===== src/rtl/ckg_pkg.sv =====
// Operation
// - Low-speed oscillator runs after reset release until stopped while on high-speed.
// - Reset clears CPU clock select to low-speed.
// - CPU clock withheld for 17 low-speed cycles.
// - Both oscillators stopped while reset is asserted.
// - Read-only status shows the clock driving CPU.
// - STOP release on high-speed waits selected count with resonator source only.
// - Prescaler divides whichever clock the status shows.
// - High-speed source fixed by build option.
// - Internal source frees second pin as input.
// - Status reads 0 on low-speed, 1 on high-speed.
// - Stabilization flags set in order; STOP entry or high-speed stop clears them.
package ckg_pkg;

  // ---------------------------------------------------------------------------
  // High-speed source options
  // ---------------------------------------------------------------------------
  localparam logic [1:0] CKG_SRC_RESONATOR = 2'h0;
  localparam logic [1:0] CKG_SRC_EXT_RC = 2'h1;
  localparam logic [1:0] CKG_SRC_INTERNAL = 2'h2;

  // ---------------------------------------------------------------------------
  // Field positions, reset values and counts
  // ---------------------------------------------------------------------------
  localparam int CKG_SELECT_BIT = 0;
  localparam int CKG_STATUS_BIT = 1;
  localparam logic CKG_SELECT_RESET = 1'h0;
  localparam logic [2:0] CKG_WAIT_SEL_RESET = 3'h5;
  localparam logic [4:0] CKG_START_CYCLES = 5'h11;
  localparam int CKG_STAB_BITS = 5;
  localparam int CKG_CNT_W = 17;

  // Thresholds in high-speed periods, first flag (bit 4) reaches 2^11 first.
  localparam logic [16:0] CKG_TH_11 = 17'h00800;
  localparam logic [16:0] CKG_TH_13 = 17'h02000;
  localparam logic [16:0] CKG_TH_14 = 17'h04000;
  localparam logic [16:0] CKG_TH_15 = 17'h08000;
  localparam logic [16:0] CKG_TH_16 = 17'h10000;

  localparam logic [2:0] CKG_WSEL_11 = 3'h1;
  localparam logic [2:0] CKG_WSEL_13 = 3'h2;
  localparam logic [2:0] CKG_WSEL_14 = 3'h3;
  localparam logic [2:0] CKG_WSEL_15 = 3'h4;

endpackage : ckg_pkg


===== src/rtl/ckg_prescaler.sv =====
`timescale 1ns/1ps
module ckg_prescaler
  import ckg_pkg::*;
#(
  parameter int DIV_W = 5
) (
  // Clock and reset
  input wire logic clk_in,
  input wire logic sys_rst_in,
  // Source clock edges and gating
  input wire logic src_tick_in,
  input wire logic run_in,
  // Divided edges
  output logic cpu_tick_out,
  output logic [DIV_W-1:0] periph_tick_out
);

  typedef struct packed {
    logic [DIV_W-1:0] cnt;
    logic cpu_tick;
    logic [DIV_W-1:0] periph;
  } ckg_div_t;

  ckg_div_t st;
  ckg_div_t next_st;
  logic [DIV_W-1:0] all_ones;

  // Output k fires once every 2^k source edges.
  genvar g;
  generate
    for (g = 0; g < DIV_W; g++) begin : g_mask
      if (g == 0) begin : g_first
        assign all_ones[g] = 1'b1;
      end else begin : g_rest
        assign all_ones[g] = &st.cnt[g-1:0];
      end
    end
  endgenerate

  always_comb begin
    next_st = st;
    next_st.cpu_tick = src_tick_in && run_in;
    next_st.periph = '0;
    if (src_tick_in && run_in) begin
      next_st.cnt = st.cnt + 1'b1;
      next_st.periph = all_ones;
    end
  end

  always_ff @(posedge clk_in or posedge sys_rst_in) begin
    if (sys_rst_in) begin
      st <= '0;
    end else begin
      st <= next_st;
    end
  end

  assign cpu_tick_out = st.cpu_tick;
  assign periph_tick_out = st.periph;

endmodule : ckg_prescaler


===== src/rtl/ckg_clock_gen.sv =====
`timescale 1ns/1ps
module ckg_clock_gen
  import ckg_pkg::*;
#(
  parameter logic [1:0] HS_SOURCE = CKG_SRC_RESONATOR,
  parameter logic LS_STOPPABLE = 1'b1,
  parameter int DIV_W = 5
) (
  // Clock and reset
  input wire logic clk_in,
  input wire logic sys_rst_in,
  // Oscillator edges, one-cycle pulses, only meaningful while running
  input wire logic ls_tick_in,
  input wire logic hs_tick_in,
  // Clock mode control writes
  input wire logic mode_wr_in,
  input wire logic cpu_clock_select_in,
  // Oscillator control writes
  input wire logic lso_wr_in,
  input wire logic low_speed_osc_stop_in,
  input wire logic hso_wr_in,
  input wire logic high_speed_osc_stop_in,
  input wire logic wait_sel_wr_in,
  input wire logic [2:0] stabilization_wait_select_in,
  // Standby control, one-cycle pulses
  input wire logic stop_enter_in,
  input wire logic stop_release_in,
  // Second oscillator pin level
  input wire logic osc_pin2_in,
  // Oscillator enables
  output logic ls_osc_run_out,
  output logic hs_osc_run_out,
  // Clock mode control and status
  output logic cpu_clock_select_out,
  output logic cpu_clock_status_out,
  output logic low_speed_osc_control_out,
  output logic high_speed_osc_control_out,
  output logic [2:0] stabilization_wait_select_out,
  output logic [CKG_STAB_BITS-1:0] stabilization_counter_status_out,
  output logic cpu_running_out,
  // Clock edges
  output logic cpu_tick_out,
  output logic [DIV_W-1:0] periph_tick_out,
  // Spare input pin
  output logic spare_input_port_pin_out,
  output logic spare_input_valid_out
);

  typedef struct packed {
    logic ls_run;
    logic hs_run;
    logic cpu_run;
    logic start_done;
    logic [4:0] start_cnt;
    logic sel;
    logic status;
    logic arm;
    logic lso_stop;
    logic hso_stop;
    logic [2:0] wait_sel;
    logic [CKG_CNT_W-1:0] stab_cnt;
    logic [CKG_STAB_BITS-1:0] stab_flags;
    logic stop_active;
    logic stop_wait;
    logic cap;
    logic spare_pin;
    logic spare_valid;
  } ckg_state_t;

  localparam logic [CKG_CNT_W-1:0] TH [CKG_STAB_BITS] =
    '{CKG_TH_16, CKG_TH_15, CKG_TH_14, CKG_TH_13, CKG_TH_11};

  ckg_state_t st;
  ckg_state_t next_st;
  logic src_tick;

  // ---------------------------------------------------------------------------
  // Wait limit decode
  // ---------------------------------------------------------------------------
  // Prohibited codes fall back to the longest wait so the CPU never starts early.
  function automatic logic [CKG_CNT_W-1:0] wait_limit(input logic [2:0] code);
    case (code)
      CKG_WSEL_11: wait_limit = CKG_TH_11;
      CKG_WSEL_13: wait_limit = CKG_TH_13;
      CKG_WSEL_14: wait_limit = CKG_TH_14;
      CKG_WSEL_15: wait_limit = CKG_TH_15;
      default: wait_limit = CKG_TH_16;
    endcase
  endfunction : wait_limit

  // ---------------------------------------------------------------------------
  // Next state
  // ---------------------------------------------------------------------------
  always_comb begin
    logic cur_tick;
    logic tgt_tick;
    logic [CKG_CNT_W-1:0] lim;
    cur_tick = 1'b0;
    tgt_tick = 1'b0;
    lim = wait_limit(st.wait_sel);
    next_st = st;

    // Register writes from software.
    if (mode_wr_in) begin
      next_st.sel = cpu_clock_select_in;
    end
    if (lso_wr_in) begin
      next_st.lso_stop = low_speed_osc_stop_in;
    end
    if (hso_wr_in) begin
      next_st.hso_stop = high_speed_osc_stop_in;
    end
    if (wait_sel_wr_in) begin
      next_st.wait_sel = stabilization_wait_select_in;
    end

    // Low-speed stop takes effect only when stoppable and on high-speed.
    next_st.ls_run = !(LS_STOPPABLE && st.lso_stop && st.status);

    // Start-up hold after reset release.
    if (!st.start_done && st.ls_run && ls_tick_in) begin
      next_st.start_cnt = st.start_cnt + 1'b1;
      if (st.start_cnt == CKG_START_CYCLES - 5'h01) begin
        next_st.start_done = 1'b1;
        next_st.cpu_run = 1'b1;
      end
    end

    // Clock switch: one edge of the old clock, then one of the new.
    cur_tick = st.status ? hs_tick_in : ls_tick_in;
    tgt_tick = st.status ? ls_tick_in : hs_tick_in;
    if (st.sel == st.status || st.stop_active || !st.start_done) begin
      next_st.arm = 1'b0;
    end else if (!st.arm) begin
      next_st.arm = cur_tick;
    end else if (tgt_tick) begin
      next_st.status = st.sel;
      next_st.arm = 1'b0;
    end

    // Stabilization counter, saturating; capped at the wait after STOP release.
    if (st.hs_run && hs_tick_in && st.stab_cnt < CKG_TH_16 && !(st.cap && st.stab_cnt >= lim)) begin
      next_st.stab_cnt = st.stab_cnt + 1'b1;
    end
    for (int i = 0; i < CKG_STAB_BITS; i++) begin
      if (st.stab_cnt >= TH[i]) begin
        next_st.stab_flags[i] = 1'b1;
      end
    end

    // STOP entry halts the CPU and restarts stabilization counting.
    if (stop_enter_in && !st.stop_active && st.cpu_run) begin
      next_st.stop_active = 1'b1;
      next_st.cpu_run = 1'b0;
      next_st.stab_cnt = '0;
      next_st.stab_flags = '0;
      next_st.cap = 1'b0;
    end else if (stop_release_in && st.stop_active) begin
      next_st.stop_active = 1'b0;
      next_st.cap = 1'b1;
      if (st.status && HS_SOURCE == CKG_SRC_RESONATOR) begin
        next_st.stop_wait = 1'b1;
      end else begin
        next_st.cpu_run = 1'b1;
      end
    end else if (st.stop_wait && st.stab_cnt >= lim) begin
      next_st.stop_wait = 1'b0;
      next_st.cpu_run = 1'b1;
    end

    // High-speed stop takes effect only while on low-speed. STOP gates the oscillator on the
    // same edge as the CPU, so no stray tick reaches the counter and a CPU resumed without a
    // wait never runs while the fast oscillator is still held off.
    next_st.hs_run = !(st.hso_stop && !st.status) && !next_st.stop_active;

    // A high-speed stop clears the status bits as well.
    if (next_st.hso_stop && !st.status) begin
      next_st.stab_cnt = '0;
      next_st.stab_flags = '0;
    end

    // The second pin is a plain input only with the internal source.
    next_st.spare_valid = (HS_SOURCE == CKG_SRC_INTERNAL);
    next_st.spare_pin = (HS_SOURCE == CKG_SRC_INTERNAL) && osc_pin2_in;
  end

  // ---------------------------------------------------------------------------
  // State register
  // ---------------------------------------------------------------------------
  always_ff @(posedge clk_in or posedge sys_rst_in) begin
    if (sys_rst_in) begin
      st <= '0;
      st.sel <= CKG_SELECT_RESET;
      st.wait_sel <= CKG_WAIT_SEL_RESET;
    end else begin
      st <= next_st;
    end
  end

  // ---------------------------------------------------------------------------
  // Prescaler on the clock shown by status
  // ---------------------------------------------------------------------------
  assign src_tick = st.status ? (hs_tick_in && st.hs_run) : (ls_tick_in && st.ls_run);

  ckg_prescaler #(
    .DIV_W(DIV_W)
  ) u_prescaler (
    .clk_in(clk_in),
    .sys_rst_in(sys_rst_in),
    .src_tick_in(src_tick),
    .run_in(st.cpu_run),
    .cpu_tick_out(cpu_tick_out),
    .periph_tick_out(periph_tick_out)
  );

  assign ls_osc_run_out = st.ls_run;
  assign hs_osc_run_out = st.hs_run;
  assign cpu_clock_select_out = st.sel;
  assign cpu_clock_status_out = st.status;
  assign low_speed_osc_control_out = st.lso_stop;
  assign high_speed_osc_control_out = st.hso_stop;
  assign stabilization_wait_select_out = st.wait_sel;
  assign stabilization_counter_status_out = st.stab_flags;
  assign cpu_running_out = st.cpu_run;
  assign spare_input_port_pin_out = st.spare_pin;
  assign spare_input_valid_out = st.spare_valid;

endmodule : ckg_clock_gen


===== config.mk =====
export PLATFORM = sky130hd
export DESIGN_NAME = ckg_clock_gen
export DESIGN_NICKNAME = d
export VERILOG_FILES = /design/src/rtl/ckg_pkg.sv /design/src/rtl/ckg_prescaler.sv /design/src/rtl/ckg_clock_gen.sv
export SDC_FILE = /design/constraint.sdc
export NUM_CORES = 1
export LEC_CHECK = 0
export BUFFER_PORTS_ARGS = -buffer_cell sky130_fd_sc_hd__clkbuf_2
export CAP_MARGIN = 20
export CORE_UTILIZATION = 51
export DETAILED_ROUTE_END_ITERATION = 12
export PLACE_DENSITY = 0.76
export SYNTH_ARGS = -nofsm -noshare
export SYNTH_HDL_FRONTEND = slang
export SYNTH_SLANG_ARGS = --single-unit
export TNS_END_PERCENT = 5

===== constraint.sdc =====
create_clock -name clk_in -period 2.4 [get_ports clk_in]
set_clock_uncertainty 0.15 [all_clocks]
set_input_delay 0.12 -clock clk_in [delete_from_list [all_inputs] [get_ports clk_in]]
set_output_delay 0.12 -clock clk_in [all_outputs]
set_load 0.05 [all_outputs]

==> run_results.csv <==
group,metric,value,unit
final_layout,instances_no_fill,376,
logic_synthesis,synth.most_common_cell,"dfrtp_1",
final_layout,drive_gt1_share,31.1,%
run_status,violations,"negative setup slack",
floorplanning,dieArea,0.00534,mm²
sta,worstMarginPinSlew,700,ps
routing,first_pass_iters,5,
floorplanning,start_util,53.8,%
routing,drtIter0Drc,98,
global_routing,antenna_found_initial,0,
critical_path,rrSetupSlack,-350,ps
global_routing,met2_usage,34.1,%
cts,cts_max_level,2,
logic_synthesis,yosys-top-cells-count,"dfrtp_1 (49), nand2_1 (19), nor2_1 (19)",
global_routing,top_usage_layer,"met2",
logic_synthesis,synth_edf_count,0,
logic_synthesis,syn_inst,251,
cts,cts_made_buffers,5,
critical_path,cp_cell_sequence,"nor2_4, xnor2_2, ha_1, nand4_1, nor4_4, o31ai_2, buf_4, nand3_4, or3_4, a21oi_2",
global_routing,grt_pass1_vias,1945,
sta,finalHoldWorstSlack,69.2,ps
cts,clk_pin_slew,90,ps
floorplanning,die_w,73.1,µm
logic_synthesis,ys_async_sr_fraction,100,%
logic_synthesis,synth_area_leaders,"dfrtp_1 (48%), ha_1 (5.3%), buf_4 (4.4%)",
sta,relSlewSlack,53.2,%
critical_path,cpPeakStageDelay,600,ps
critical_path,criticalPathCategory,"reg -> reg",
critical_path,crit_path_top_delay_cell,"dfstp_2",
logic_synthesis,yosys.area_share.adder,5.34,%
sta,finalCritPeriodShare,115,%
pwr,power.switching,0.931,mW
routing,wl_per_cell,13.6,µm
global_routing,grt_max_degree,52,
flow_run,maxCapViolations,0,
logic_synthesis,synth_top_family_by_area,"simple AND/OR/NAND/NOR gates",
global_routing,track_usage,21.3,%
critical_path,worstReg2RegEnd,"st[21]",
logic_synthesis,ys_warn_count,0,
critical_path,start_kind,"flip-flop",
global_routing,met3_usage,4.56,%
logic_synthesis,synth_area_per_cell,10.3,µm²
pwr,swShare,35.4,%
place,dp.cells,347,
place,dp_slack,-276,ps
floorplanning,num_rows,25,
pwr,p_int,1.70,mW
routing,antenna_left,0,
place,gp_congestion,0.828,
final_layout,final_nets,336,
floorplanning,die_h,73.1,µm
global_routing,grt_pass1_wl,8.65,mm
sta,final-setup-viol-count,19,
logic_synthesis,synth_ff_type,"dfrtp_1",
cts,clock_latency,300,ps
pwr,comb_power_share,32.2,%
sta,setup_slack,-349,ps
routing,drt_wl_total,5.10,mm
critical_path,crit_path_end_kind,"flip-flop",
hold_path,hp-class,"in -> reg",
run_status,status,"complete, but fails checks",
place,dpl.hpwl,3.38,mm
critical_path,cp_max_fo,7,
sta,drv_slew,0,
critical_path,critPathCapture,"st[21]",
critical_path,critical_path_required,2490,ps
global_routing,grt_overflow_total,0,
hold_path,hold_path_depth,4,
final_layout,areaGrowthSynthToFinish,25.7,%
logic_synthesis,yosys.area.top_type,"dfrtp_1",
logic_synthesis,synth_cell_types,43,
critical_path,critPathArrivalTime,2840,ps
place,portBuffers,36,
cts,clockRootBuffer,"clkbuf_8",
routing,drc,0,
floorplanning,core_area,0.00479,mm²
logic_synthesis,yosysSeqAreaShare,49.7,%
critical_path,rr_startpoint,"stabilization_wait_select_out[0]",
sta,fin_crit,2750,ps
logic_synthesis,synth_xor_area_share,5.78,%
place,place_area,0.00281,mm²
routing,viasPerCell,5.28,
logic_synthesis,syn_area,0.00257,mm²
cts,numClockSinks,51,
logic_synthesis,synth_seq_cells,51,
final_layout,n_fill_cell,390,
critical_path,crit_path_start,"stabilization_wait_select_out[0]",
final_layout,diodes,0,
logic_synthesis,synth_compound_area_share,7.73,%
sta,clock.fmax,364,MHz
logic_synthesis,synthMuxAreaShare,3.84,%
pwr,powerDensity,814,mW/mm²
critical_path,reg2reg_depth,10,
cts,cts_tree,"built",
pwr,ir_drop,0.584,mV
cts,clockBufferDepth,2,
logic_synthesis,synth_top_area_share,47.6,%
final_layout,design_area,0.00324,mm²
global_routing,gr-usage-met1,28.7,%
pwr,p_leak,1.51,nW
sta,rsz0062_at_grt,"true",
floorplanning,pin_count,40,
routing,via_count,1987,
pwr,p_clk_share,24.0,%
pwr,power,2.63,mW
pwr,seq_power_share,43.8,%
logic_synthesis,synthSimpleGateAreaFrac,20.2,%
sta,hold_violations,0,
## through the flow
step	TNS [ps]	util, %
floorplan	-533	-
global placement	-3770	58.7
detailed placement	-3780	58.7
CTS	-3560	66.2
global route	-6690	67.6
finish	-3680	67.6
## worst max-delay path: cells and delay by family, from the launching register on
| family | cells | cell delay, ps |
|---|---|---|
| adders and majority gates | 1 | 300 |
| AOI/OAI and AO/OA | 2 | 390 |
| xor gates and xnor gates | 1 | 130 |
| and+or+nand+nor | 5 | 900 |
| buffers and inverters | 1 | 220 |
| DFF | 1 | 600 |
## timing repair
| action | 4_1_cts | 5_1_grt |
|---|---|---|
| setup endpoints to repair | 19 | 19 |
| cloned | 1 | 0 |
| endpoints found under the hold margin | 59 | 0 |
| hold buffers | 17 | 0 |
| pin swaps | 10 | 10 |
| buffers inserted | 2 | 1 |
| gates resized for setup | 8 | 15 |
## worst min path at each step
stage | from | endpoint | slack (ps)
after floorplan | stop_enter_in | st[2] | 80
after global placement | sys_rst_in | stabilization_counter_status_out[0] | 150
after detailed placement | sys_rst_in | stabilization_counter_status_out[0] | 160
after CTS | ls_tick_in | cpu_clock_status_out | 70
after global routing | ls_tick_in | cpu_clock_status_out | 120
final | ls_tick_in | cpu_clock_status_out | 70
## per-layer routing
layer | wire length [µm] | part of all wire (%) | vias to the layer above
li1 | - | - | 965
met1 | 2250 | 44 | 954
met2 | 2510 | 49 | 62
met3 | 255 | 5.0 | 6
met4 | 72 | 1.4 | 0
met5 | 0 | 0 | -
## cells by family after synthesis
kind of cell	count (synthesis)
compound gates	34
xor+xnor	17
fa+ha+maj	11
buf+inv	33
flops	51
mux	9
other cells	1
simple gates	95
## layout make-up
type	instances	area, µm²	share of cell area (%)
Inverter	13	48.8	1.51
Multi-Input combinational cell	168	1220	37.8
Clock inverter	2	38.8	1.20
Tap cell	67	83.8	2.59
Timing Repair Buffer	69	479	14.8
Clock buffer	6	82.6	2.55
Sequential cell	51	1280	39.5
## placed cells by master, fill, tap and decap left out, drive strengths merged, types with 4 or more instances in the layout
cell type and instances:
nor2 19, inv 14, buf 16, dfrtp 49, o21ai 12, a21oi 15
mux2 7, dlygate4sd3 17, xnor2 9, or3 4, ha 11, nand4 10
clkbuf 42, nand3 11, and3 11, nand2 19, xor2 8
## sequential cells by signal (all words and copies together) (netlist names)
signal                            cells
cpu_clock_select_out                  1
cpu_clock_status_out                  1
cpu_running_out                       1
high_speed_osc_control_out            1
hs_osc_run_out                        1
low_speed_osc_control_out             1
ls_osc_run_out                        1
st                                   27
stabilization_counter_status_out      5
stabilization_wait_select_out         3
u_prescaler.all_ones                  1
u_prescaler.periph_tick_out           5
u_prescaler.st                        3
## power by group through the flow
| stage | Clock (mW) | Sequential (mW) | Combinational (mW) |
|---|---|---|---|
| final | 0.631 | 1.15 | 0.848 |
| after global routing | 0.669 | 1.18 | 0.933 |
| after CTS | 0.643 | 1.15 | 0.801 |
| after detailed placement | 0 | 1.17 | 0.714 |
| after global placement | 0 | 1.16 | 0.693 |
| after floorplan | 0 | 1.22 | 0.509 |
Note: power is estimated with default switching activity, not from simulation.
